<file path="config.mk">
export PLATFORM = sky130hd
export DESIGN_NAME = atl_top
export DESIGN_NICKNAME = d
export VERILOG_FILES = /design/src/pkg/atl_pkg.sv /design/src/pkg/atl_op_if.sv /design/src/design/atl_top.sv /design/src/design/atl_opstep.sv /design/src/design/atl_clkmod.sv
export SDC_FILE = /design/constraint.sdc
export NUM_CORES = 1
export LEC_CHECK = 0
export ABC_CLOCK_PERIOD_IN_PS = 8800
export BUFFER_PORTS_ARGS = -buffer_cell sky130_fd_sc_hd__buf_4
export CORE_ASPECT_RATIO = 1.4
export CORE_MARGIN = 10
export CORE_UTILIZATION = 40
export DETAILED_ROUTE_END_ITERATION = 10
export PLACE_DENSITY = 0.65
export SETUP_SLACK_MARGIN = 0.1
export SKIP_LAST_GASP = 1
export SYNTH_ARGS = -nofsm -noshare
export SYNTH_HDL_FRONTEND = slang
export SYNTH_SLANG_ARGS = --single-unit
</file>
<file path="constraint.sdc">
create_clock -name mclk -period 8.8 [get_ports mclk]
set_clock_uncertainty 0.2 [all_clocks]
set_input_delay 0.88 -clock mclk [delete_from_list [all_inputs] [get_ports mclk]]
set_output_delay 0.88 -clock mclk [all_outputs]
set_load 0.1 [all_outputs]
</file>
<file path="src/pkg/atl_pkg.sv">
// Purpose: Shared constants and types for the adaptive thermal limiter
// Assumes: Core clock mclk at 100 MHz
// Notes:   Every offset, field position, reset value and count lives here
package atl_pkg;
   // ************************************************************
   // Register map
   // ************************************************************
   localparam logic [31:0] TGT_IDX  = 32'h000001A2;
   localparam int          JLIM_LSB = 16;
   localparam int          JLIM_W   = 8;
   localparam int          OFS_LSB  = 24;
   localparam int          OFS_W    = 4;
   localparam logic [3:0]  OFS_RST  = 4'h0;
   localparam logic [7:0]  JLIM_DEF = 8'h69;
   localparam int          TEMP_W   = 8;
   localparam int          SENS_DEF = 4;
   localparam int          LVL_DEF  = 4;
   // ************************************************************
   // Timing
   // ************************************************************
   localparam int CLK_NS      = 10;
   localparam int MOD_PER_NS  = 32000;
   localparam int MOD_PER_CYC = MOD_PER_NS / CLK_NS;
   localparam int MOD_ON_PCT  = 25;
   localparam int MOD_ON_CYC  = MOD_PER_CYC * MOD_ON_PCT / 100;
   localparam int STEP_NS     = 1000;
   localparam int STEP_CYC    = STEP_NS / CLK_NS;
   localparam int HYST_NS     = 32000;
   localparam int HYST_CYC    = HYST_NS / CLK_NS;
   // ************************************************************
   // Types and helpers
   // ************************************************************
   typedef enum logic [1:0] {ST_IDLE, ST_LIMIT, ST_MOD, ST_HYST} atl_state_t;

   // Saturating subtract so a large offset never wraps the trip point
   function automatic logic [TEMP_W-1:0] atl_sub_clamp(
      input logic [TEMP_W-1:0] a,
      input logic [TEMP_W-1:0] b);
      return (b >= a) ? 8'h00 : a - b;
   endfunction
endpackage

</file>
<file path="src/pkg/atl_op_if.sv">
// Purpose: Operating point and clock gating signals between limiter parts
// Assumes: One clock domain
// Notes:   Voltage level never sits below frequency level
`timescale 1ns/1ps
interface atl_op_if #(parameter int LW = 4);
   logic [LW-1:0] tgt;
   logic [LW-1:0] freq;
   logic [LW-1:0] volt;
   logic          settled;
   logic          mod_en;
   logic          clk_on;
   modport ctl (output tgt, mod_en, input freq, volt, settled, clk_on);
   modport pst (input tgt, output freq, volt, settled);
   modport cmd (input mod_en, output clk_on);
endinterface

</file>
<file path="src/design/atl_top.sv">
// Purpose: Adaptive thermal limiter with trip offset and clock gating
// Assumes: Sensor readings arrive from another domain and move slowly
// Notes:   Protection has no disable; only the trip point is tunable
`timescale 1ns/1ps
module atl_top
   import atl_pkg::*;
#(
   parameter int          NUM_SENS = SENS_DEF,
   parameter int          LVL_W    = LVL_DEF,
   parameter logic [7:0]  JLIM     = JLIM_DEF,
   parameter int          HYST     = HYST_CYC
)(
   input  wire logic                       mclk,
   input  wire logic                       arst_n,
   input  wire logic [NUM_SENS*TEMP_W-1:0] dts_rel,
   input  wire logic [31:0]                msr_idx,
   input  wire logic                       msr_wr,
   input  wire logic                       msr_rd,
   input  wire logic [63:0]                msr_wdata,
   output logic      [63:0]                msr_rdata,
   output logic      [LVL_W-1:0]           core_freq_lvl,
   output logic      [LVL_W-1:0]           gfx_freq_lvl,
   output logic      [LVL_W-1:0]           volt_lvl,
   output logic                            clk_run,
   output logic                            tm_active,
   output logic                            tm_event,
   output logic      [TEMP_W-1:0]          trip_temp
);
   localparam int HW = $clog2(HYST + 1);
   localparam int SW = $clog2(STEP_CYC + 1);
   localparam logic [LVL_W-1:0] LMAX = {LVL_W{1'b1}};

   atl_op_if #(.LW(LVL_W)) op ();

   logic [NUM_SENS*TEMP_W-1:0] s1_r;
   logic [NUM_SENS*TEMP_W-1:0] s2_r;
   logic [OFS_W-1:0]           ofs_r;
   logic [TEMP_W-1:0]          trip_nxt;
   logic [TEMP_W-1:0]          trip_r;
   logic                       hot_nxt;
   logic                       hot_r;
   logic                       any_zero;
   atl_state_t                 state_r;
   atl_state_t                 state_nxt;
   logic [LVL_W-1:0]           tgt_r;
   logic [SW-1:0]              pace_r;
   logic                       step;
   logic [HW-1:0]              hyst_r;
   logic                       mod_r;
   logic                       event_r;
   logic [63:0]                rdata_r;
   logic                       tgt_hit;

   // ************************************************************
   // Sensor synchronisers
   // ************************************************************
   // Readings drift by a degree at a time, so bus skew only blurs
   // one sample; no handshake is worth its latency here
   // Reset to the coolest reading: zero means at the limit and
   // would trip the limiter right after reset
   always_ff @(posedge mclk or negedge arst_n) begin
      if (!arst_n) begin
         s1_r <= '1;
         s2_r <= '1;
      end else begin
         s1_r <= dts_rel;
         s2_r <= s1_r;
      end
   end

   // ************************************************************
   // Trip point and compare
   // ************************************************************
   assign trip_nxt = atl_sub_clamp(JLIM, TEMP_W'(ofs_r));

   always_comb begin
      hot_nxt  = 1'b0;
      any_zero = 1'b0;
      for (int i = 0; i < NUM_SENS; i++) begin
         if (atl_sub_clamp(JLIM, s2_r[i*TEMP_W +: TEMP_W]) >= trip_r) begin
            hot_nxt = 1'b1;
         end
         if (s2_r[i*TEMP_W +: TEMP_W] == 8'h00) begin
            any_zero = 1'b1;
         end
      end
   end

   always_ff @(posedge mclk or negedge arst_n) begin
      if (!arst_n) begin
         trip_r <= JLIM;
         hot_r  <= 1'b0;
      end else begin
         trip_r <= trip_nxt;
         hot_r  <= hot_nxt;
      end
   end

   // ************************************************************
   // Thermal target register
   // ************************************************************
   // Offset takes effect on the next compare, no restart needed
   always_ff @(posedge mclk or negedge arst_n) begin
      if (!arst_n) begin
         ofs_r <= OFS_RST;
      end else if (msr_wr && msr_idx == TGT_IDX) begin
         ofs_r <= msr_wdata[OFS_LSB +: OFS_W];
      end
   end

   // Junction field comes from a constant: no write path reaches it
   always_ff @(posedge mclk or negedge arst_n) begin
      if (!arst_n) begin
         rdata_r <= '0;
      end else if (msr_rd && msr_idx == TGT_IDX) begin
         rdata_r <= '0;
         rdata_r[JLIM_LSB +: JLIM_W] <= JLIM;
         rdata_r[OFS_LSB +: OFS_W]   <= ofs_r;
      end else begin
         rdata_r <= '0;
      end
   end

   // ************************************************************
   // Limiter state machine
   // ************************************************************
   // No enable bit exists, so a trip always engages the limiter
   always_comb begin
      state_nxt = state_r;
      unique case (state_r)
         ST_IDLE: begin
            if (hot_r) begin
               state_nxt = ST_LIMIT;
            end
         end
         ST_LIMIT: begin
            if (!hot_r) begin
               state_nxt = ST_HYST;
            end else if (tgt_r == '0 && op.settled) begin
               state_nxt = ST_MOD;
            end
         end
         ST_MOD: begin
            if (!hot_r) begin
               state_nxt = ST_HYST;
            end
         end
         ST_HYST: begin
            if (hot_r) begin
               state_nxt = ST_LIMIT;
            end else if (hyst_r == '0) begin
               state_nxt = ST_IDLE;
            end
         end
      endcase
   end

   always_ff @(posedge mclk or negedge arst_n) begin
      if (!arst_n) begin
         state_r <= ST_IDLE;
      end else begin
         state_r <= state_nxt;
      end
   end

   // Hysteresis keeps gating from chattering near the trip point
   always_ff @(posedge mclk or negedge arst_n) begin
      if (!arst_n) begin
         hyst_r <= '0;
      end else if (state_r != ST_HYST) begin
         hyst_r <= HW'(HYST - 1);
      end else if (hyst_r != '0) begin
         hyst_r <= hyst_r - 1'b1;
      end
   end

   always_ff @(posedge mclk or negedge arst_n) begin
      if (!arst_n) begin
         mod_r <= 1'b0;
      end else if (state_nxt == ST_MOD) begin
         mod_r <= 1'b1;
      end else if (state_nxt == ST_IDLE || state_nxt == ST_LIMIT) begin
         mod_r <= 1'b0;
      end
   end

   always_ff @(posedge mclk or negedge arst_n) begin
      if (!arst_n) begin
         event_r <= 1'b0;
      end else begin
         event_r <= (state_r == ST_IDLE) && hot_r;
      end
   end

   // ************************************************************
   // Target level pacing
   // ************************************************************
   assign step = (pace_r == SW'(STEP_CYC - 1));

   always_ff @(posedge mclk or negedge arst_n) begin
      if (!arst_n) begin
         pace_r <= '0;
      end else begin
         pace_r <= step ? '0 : pace_r + 1'b1;
      end
   end

   // Lower while hot, hold in hysteresis, recover only when idle
   always_ff @(posedge mclk or negedge arst_n) begin
      if (!arst_n) begin
         tgt_r <= LMAX;
      end else if (step) begin
         if (hot_r && state_r != ST_IDLE && tgt_r != '0) begin
            tgt_r <= tgt_r - 1'b1;
         end else if (state_r == ST_IDLE && tgt_r != LMAX) begin
            tgt_r <= tgt_r + 1'b1;
         end
      end
   end

   // ************************************************************
   // Operating point and gating units
   // ************************************************************
   assign op.tgt    = tgt_r;
   assign op.mod_en = mod_r;

   atl_opstep #(.LW(LVL_W), .STEP(STEP_CYC)) u_step (
      .mclk   (mclk),
      .arst_n (arst_n),
      .op     (op)
   );

   atl_clkmod #(.PER(MOD_PER_CYC), .ON(MOD_ON_CYC)) u_mod (
      .mclk   (mclk),
      .arst_n (arst_n),
      .op     (op)
   );

   assign core_freq_lvl = op.freq;
   assign gfx_freq_lvl  = op.freq;
   assign volt_lvl      = op.volt;
   assign clk_run       = op.clk_on;
   assign tm_active     = (state_r != ST_IDLE);
   assign tm_event      = event_r;
   assign msr_rdata     = rdata_r;
   assign trip_temp     = trip_r;
   assign tgt_hit       = (tgt_r == '0);
endmodule

</file>
<file path="src/design/atl_opstep.sv">
// Purpose: Steps frequency and voltage levels toward a target level
// Assumes: Target changes no faster than the step pace
// Notes:   Frequency leads downward, voltage leads upward
`timescale 1ns/1ps
module atl_opstep
   import atl_pkg::*;
#(
   parameter int LW   = LVL_DEF,
   parameter int STEP = STEP_CYC
)(
   input wire logic mclk,
   input wire logic arst_n,
   atl_op_if.pst    op
);
   localparam int SW = $clog2(STEP + 1);
   localparam logic [LW-1:0] LMAX = {LW{1'b1}};

   logic [SW-1:0] pace_r;
   logic [LW-1:0] freq_r;
   logic [LW-1:0] volt_r;
   logic          tick;

   // ************************************************************
   // Step pacing
   // ************************************************************
   assign tick = (pace_r == SW'(STEP - 1));
   always_ff @(posedge mclk or negedge arst_n) begin
      if (!arst_n) begin
         pace_r <= '0;
      end else begin
         pace_r <= tick ? '0 : pace_r + 1'b1;
      end
   end

   // ************************************************************
   // Level sequencing
   // ************************************************************
   always_ff @(posedge mclk or negedge arst_n) begin
      if (!arst_n) begin
         freq_r <= LMAX;
         volt_r <= LMAX;
      end else if (tick) begin
         if (freq_r > op.tgt) begin
            freq_r <= freq_r - 1'b1;
         end else if (volt_r > freq_r && volt_r > op.tgt) begin
            volt_r <= volt_r - 1'b1;
         end else if (freq_r < volt_r) begin
            // Voltage already raised, so frequency may follow it up
            freq_r <= freq_r + 1'b1;
         end else if (volt_r < op.tgt) begin
            volt_r <= volt_r + 1'b1;
         end
      end
   end

   assign op.freq    = freq_r;
   assign op.volt    = volt_r;
   assign op.settled = (freq_r == op.tgt) && (volt_r == op.tgt);
endmodule

</file>
<file path="src/design/atl_clkmod.sv">
// Purpose: Fixed duty clock gating for the last stage of thermal limiting
// Assumes: mod_en comes from the same clock
// Notes:   Period restarts whenever gating is enabled
`timescale 1ns/1ps
module atl_clkmod
   import atl_pkg::*;
#(
   parameter int PER = MOD_PER_CYC,
   parameter int ON  = MOD_ON_CYC
)(
   input wire logic mclk,
   input wire logic arst_n,
   atl_op_if.cmd    op
);
   localparam int CW = $clog2(PER + 1);

   logic [CW-1:0] cnt_r;
   logic [CW-1:0] cnt_nxt;
   logic          clk_on_r;
   logic [CW-1:0] on_run_r;

   // ************************************************************
   // Duty counter
   // ************************************************************
   always_comb begin
      if (!op.mod_en) begin
         cnt_nxt = '0;
      end else begin
         cnt_nxt = (cnt_r == CW'(PER - 1)) ? '0 : cnt_r + 1'b1;
      end
   end

   always_ff @(posedge mclk or negedge arst_n) begin
      if (!arst_n) begin
         cnt_r <= '0;
      end else begin
         cnt_r <= cnt_nxt;
      end
   end

   // Gate output from a flop so the clock enable never glitches
   always_ff @(posedge mclk or negedge arst_n) begin
      if (!arst_n) begin
         clk_on_r <= 1'b1;
      end else begin
         clk_on_r <= !op.mod_en || (cnt_nxt < CW'(ON));
      end
   end

   always_ff @(posedge mclk or negedge arst_n) begin
      if (!arst_n) begin
         on_run_r <= '0;
      end else begin
         on_run_r <= (op.mod_en && clk_on_r) ? on_run_r + 1'b1 : '0;
      end
   end

   assign op.clk_on = clk_on_r;
endmodule

</file>
==> results.py <==
metrics = {
    "status": {
        "outcome": "completed",
    },
    "pwr": {
        "p_leak_nw": 3.70,
        "power_density_nw_per_um2": 196,
        "vdd_drop_max_mv": 0.132,
        "total_power_mw": 1.61,
    },
    "route": {
        "drt_pass1_iterations": 4,
        "drt_iter0_drc": 237,
        "routed_wl_mm": 13.9,
        "wl_per_cell_um": 14.0,
        "ant_nets": 0,
        "vias": 4640,
        "vias_per_cell": 4.68,
        "drc": 0,
    },
    "timing": {
        "fmax_mhz": 313,
        "setup_viol": 0,
        "fin_crit_sh_pct": 36.4,
        "rsz0062_at_grt": "false",
        "layout_setup_ws_ns": 5.60,
        "period_needed_ns": 3.20,
        "tightest_slew_ns": 0.975,
        "slew_viol_final": 0,
        "slew_headroom_pct": 35.0,
        "final.setup.tns_ns": 0,
        "hold_viol": 0,
    },
    "finish": {
        "fill_cells": 1574,
        "drive_above_1_share_pct": 28.7,
        "seq_area_um2": 3480,
        "multi_input_area_um2": 2950,
        "area_growth_pct": 18.7,
        "diodes": 0,
        "nNetsFinal": 934,
    },
    "run": {
        "drv_cap": 0,
    },
    "cts": {
        "cts_buffer_depth": 2,
        "clock_latency_ns": 0.42,
        "cts_tree": "yes",
        "h-tree-depth": 4,
        "post-cts-setup-buffers": 0,
        "hold_buffers": 0,
        "cts.sinks": 135,
        "cts-root-buf": "clkbuf_16",
        "cts_resized": 0,
        "cts_buffers": 17,
        "clk_transition_reported_paths_ns": 0.06,
    },
    "yosys": {
        "yosysWarnings": 0,
        "synth_edf_count": 0,
        "synth.distinct_cells": 60,
        "syn_avg_cell_area_um2": 10.8,
        "yosysTopAreaCellShare_pct": 30.4,
        "synth_area_leader_cell": "dfstp_2",
        "syn_inst": 641,
        "syn_area_um2": 6900,
        "async_reset_ff_share_pct": 100,
        "synth_area_leaders": "dfstp_2, dfrtp_1, ha_1",
        "synth_seq_cells": 135,
        "ys.flop_type": "dfstp_2",
        "ys_seq_area_share_pct": 50.4,
    },
    "floorplan": {
        "die_x_um": 131,
        "dieArea_um2": 23000,
        "start_util_pct": 40.9,
        "die_h_um": 175,
        "io_pins": 219,
        "core_area_um2": 16900,
        "fp-row-count": 56,
    },
    "placed_design": {
        "port_buffers": 100,
        "place.gp.congestion": 0.819,
        "hpwl_mm": 10.6,
        "pre_cts_ws_ns": 5.59,
    },
    "grt": {
        "grt_pass1_wl_mm": 22.7,
        "grt_pass1_vias": 4770,
        "grt_max_degree": 83,
        "grt_use_total_pct": 12.4,
        "antenna_found_initial": 0,
        "overflow": 0,
    },
    "worst_setup_path": {
        "crit_path_start_kind": "flip-flop",
        "cp-end-kind": "flip-flop",
        "crit_fanout": 6,
        "critical_path_class": "reg2reg",
        "r2r_cells": 14,
        "critPathArrivalTime_ns": 3.28,
        "crit_required_ns": 8.88,
    },
    "min_path": {
        "whs_path_depth": 0,
        "min_path_type": "reg2reg",
    },
}
-- placed cells by master (no fill, tap or decap), types with 4 or more instances in the layout --
cell type    n
conb_1      58
nor3_1       4
xor2_1      12
nor2_1      53
nand2b_1    14
dfstp_2     80
inv_2        5
clkbuf_1     5
xnor2_1     34
dfrtp_1     55
mux2i_1      4
or2_1        4
and3_1       9
nand2_1     33
nand4_1     10
o21ai_1     14
a21oi_1     31
o21ai_0      5
buf_4      101
nor4_1      10
inv_1       40
nor2b_1      9
o211ai_1     4
and2_1       8
ha_1        52
clkbuf_16   17
a21o_1       5
nand3_1     21
clkinv_2     4
-- power by group --
part	switching, mW	total (mW)	internal [mW]
logic	0.190	0.255	0.0654
clock network	0.252	0.653	0.401
registers	0.0307	0.700	0.670
total	0.472	1.61	1.14
-- final timing paths --
check / startpoint / to / slack, ns
hold / removal: s1_r[8] / s2_r[8] / 0.15
max in group asynchronous: arst_n / msr_rdata[24] / 6.70
min in group asynchronous: arst_n / pace_r[1] / 0.27
setup / recovery: s2_r[25] / hot_r / 5.60
setup reg to reg: s2_r[25] / hot_r / 5.60
hold reg to reg: s1_r[8] / s2_r[8] / 0.15
-- cell usage after synthesis (all sizes together) (3+ instances only) --
cell,n
dfstp,80
buf,67
dfrtp,55
nor2,54
ha,52
inv,45
xnor2,34
nand2,33
a21oi,31
nand3,21
o21ai,19
nand2b,14
xor2,12
nand4,10
nor4,10
and3,9
nor2b,9
and2,8
or2,6
a21o,5
or4,5
mux2i,4
nor3,4
o211ai,4
clkbuf,3
fa,3
o21bai,3
o31ai,3
or3,3
-- cell type report --
type                    count  area share, %
repair buffers            101           9.25
inverters                  45           2.06
well taps                 232           3.54
clock inverters             8          0.901
multi-input cells         447           36.0
clock buffers              24           5.76
flip-flops and latches    135           42.4
-- sequential cells by signal (all words and copies together), names as in the netlist --
signal	count
state_r	2
u_mod.cnt_r	12
s2_r	32
u_step.pace_r	7
pace_r	7
hyst_r	12
ofs_r	4
hot_r	1
u_mod.op.clk_on	1
op.tgt	4
trip_temp	6
msr_rdata	5
u_step.op.freq	4
mod_r	1
u_step.op.volt	4
tm_event	1
s1_r	32
-- logic make-up (layout without fill, tap and decap cells) --
group / count (synthesis) / in the layout / share of synthesized area (%)
AO/OA/AOI/OAI: 87 / 87 / 7.94
XOR/XNOR: 46 / 46 / 5.84
adder cells (fa/ha/maj): 55 / 55 / 10.3
buffers and inverters: 115 / 178 / 9.89
flip-flops: 135 / 135 / 50.4
multiplexers: 6 / 6 / 0.906
other: 2 / 58 / 0.109
AND/OR/NAND/NOR: 195 / 195 / 14.6
-- per-layer routing --
layer	up-vias	track usage [%]	part of all wire, %
li1	2278	-	-
met1	2198	13.6	39
met2	143	21.1	50
met3	21	4.49	9.4
met4	0	4.74	1.7
met5	-	0	0
-- critical path, stage by stage (launching register included) --
cell,delay (ns)
dfstp_2,0.55
inv_1,0.07
ha_1,0.23
nand2_1,0.07
nand3_1,0.08
a21oi_1,0.15
o21bai_1,0.15
or2_1,0.25
ha_1,0.26
nand2b_1,0.14
a21oi_1,0.15
o21ai_1,0.08
nand3_1,0.08
a21oi_1,0.07
or4_1,0.52
-- metrics by stage --
| step | util [%] | std cells | area (um^2) | hold WS [ns] |
|---|---|---|---|---|
| global route | 48.5 | 992 | 8190 | 0.151 |
| floorplan | - | 697 | 7110 | 0.145 |
| detailed placement | 45.3 | 960 | 7650 | 0.147 |
| CTS | 48.5 | 992 | 8190 | 0.146 |
| finish | 48.5 | 992 | 8190 | 0.150 |
| global placement | 45.3 | 960 | 7650 | 0.145 |
Power figures use the tool's default switching activity.
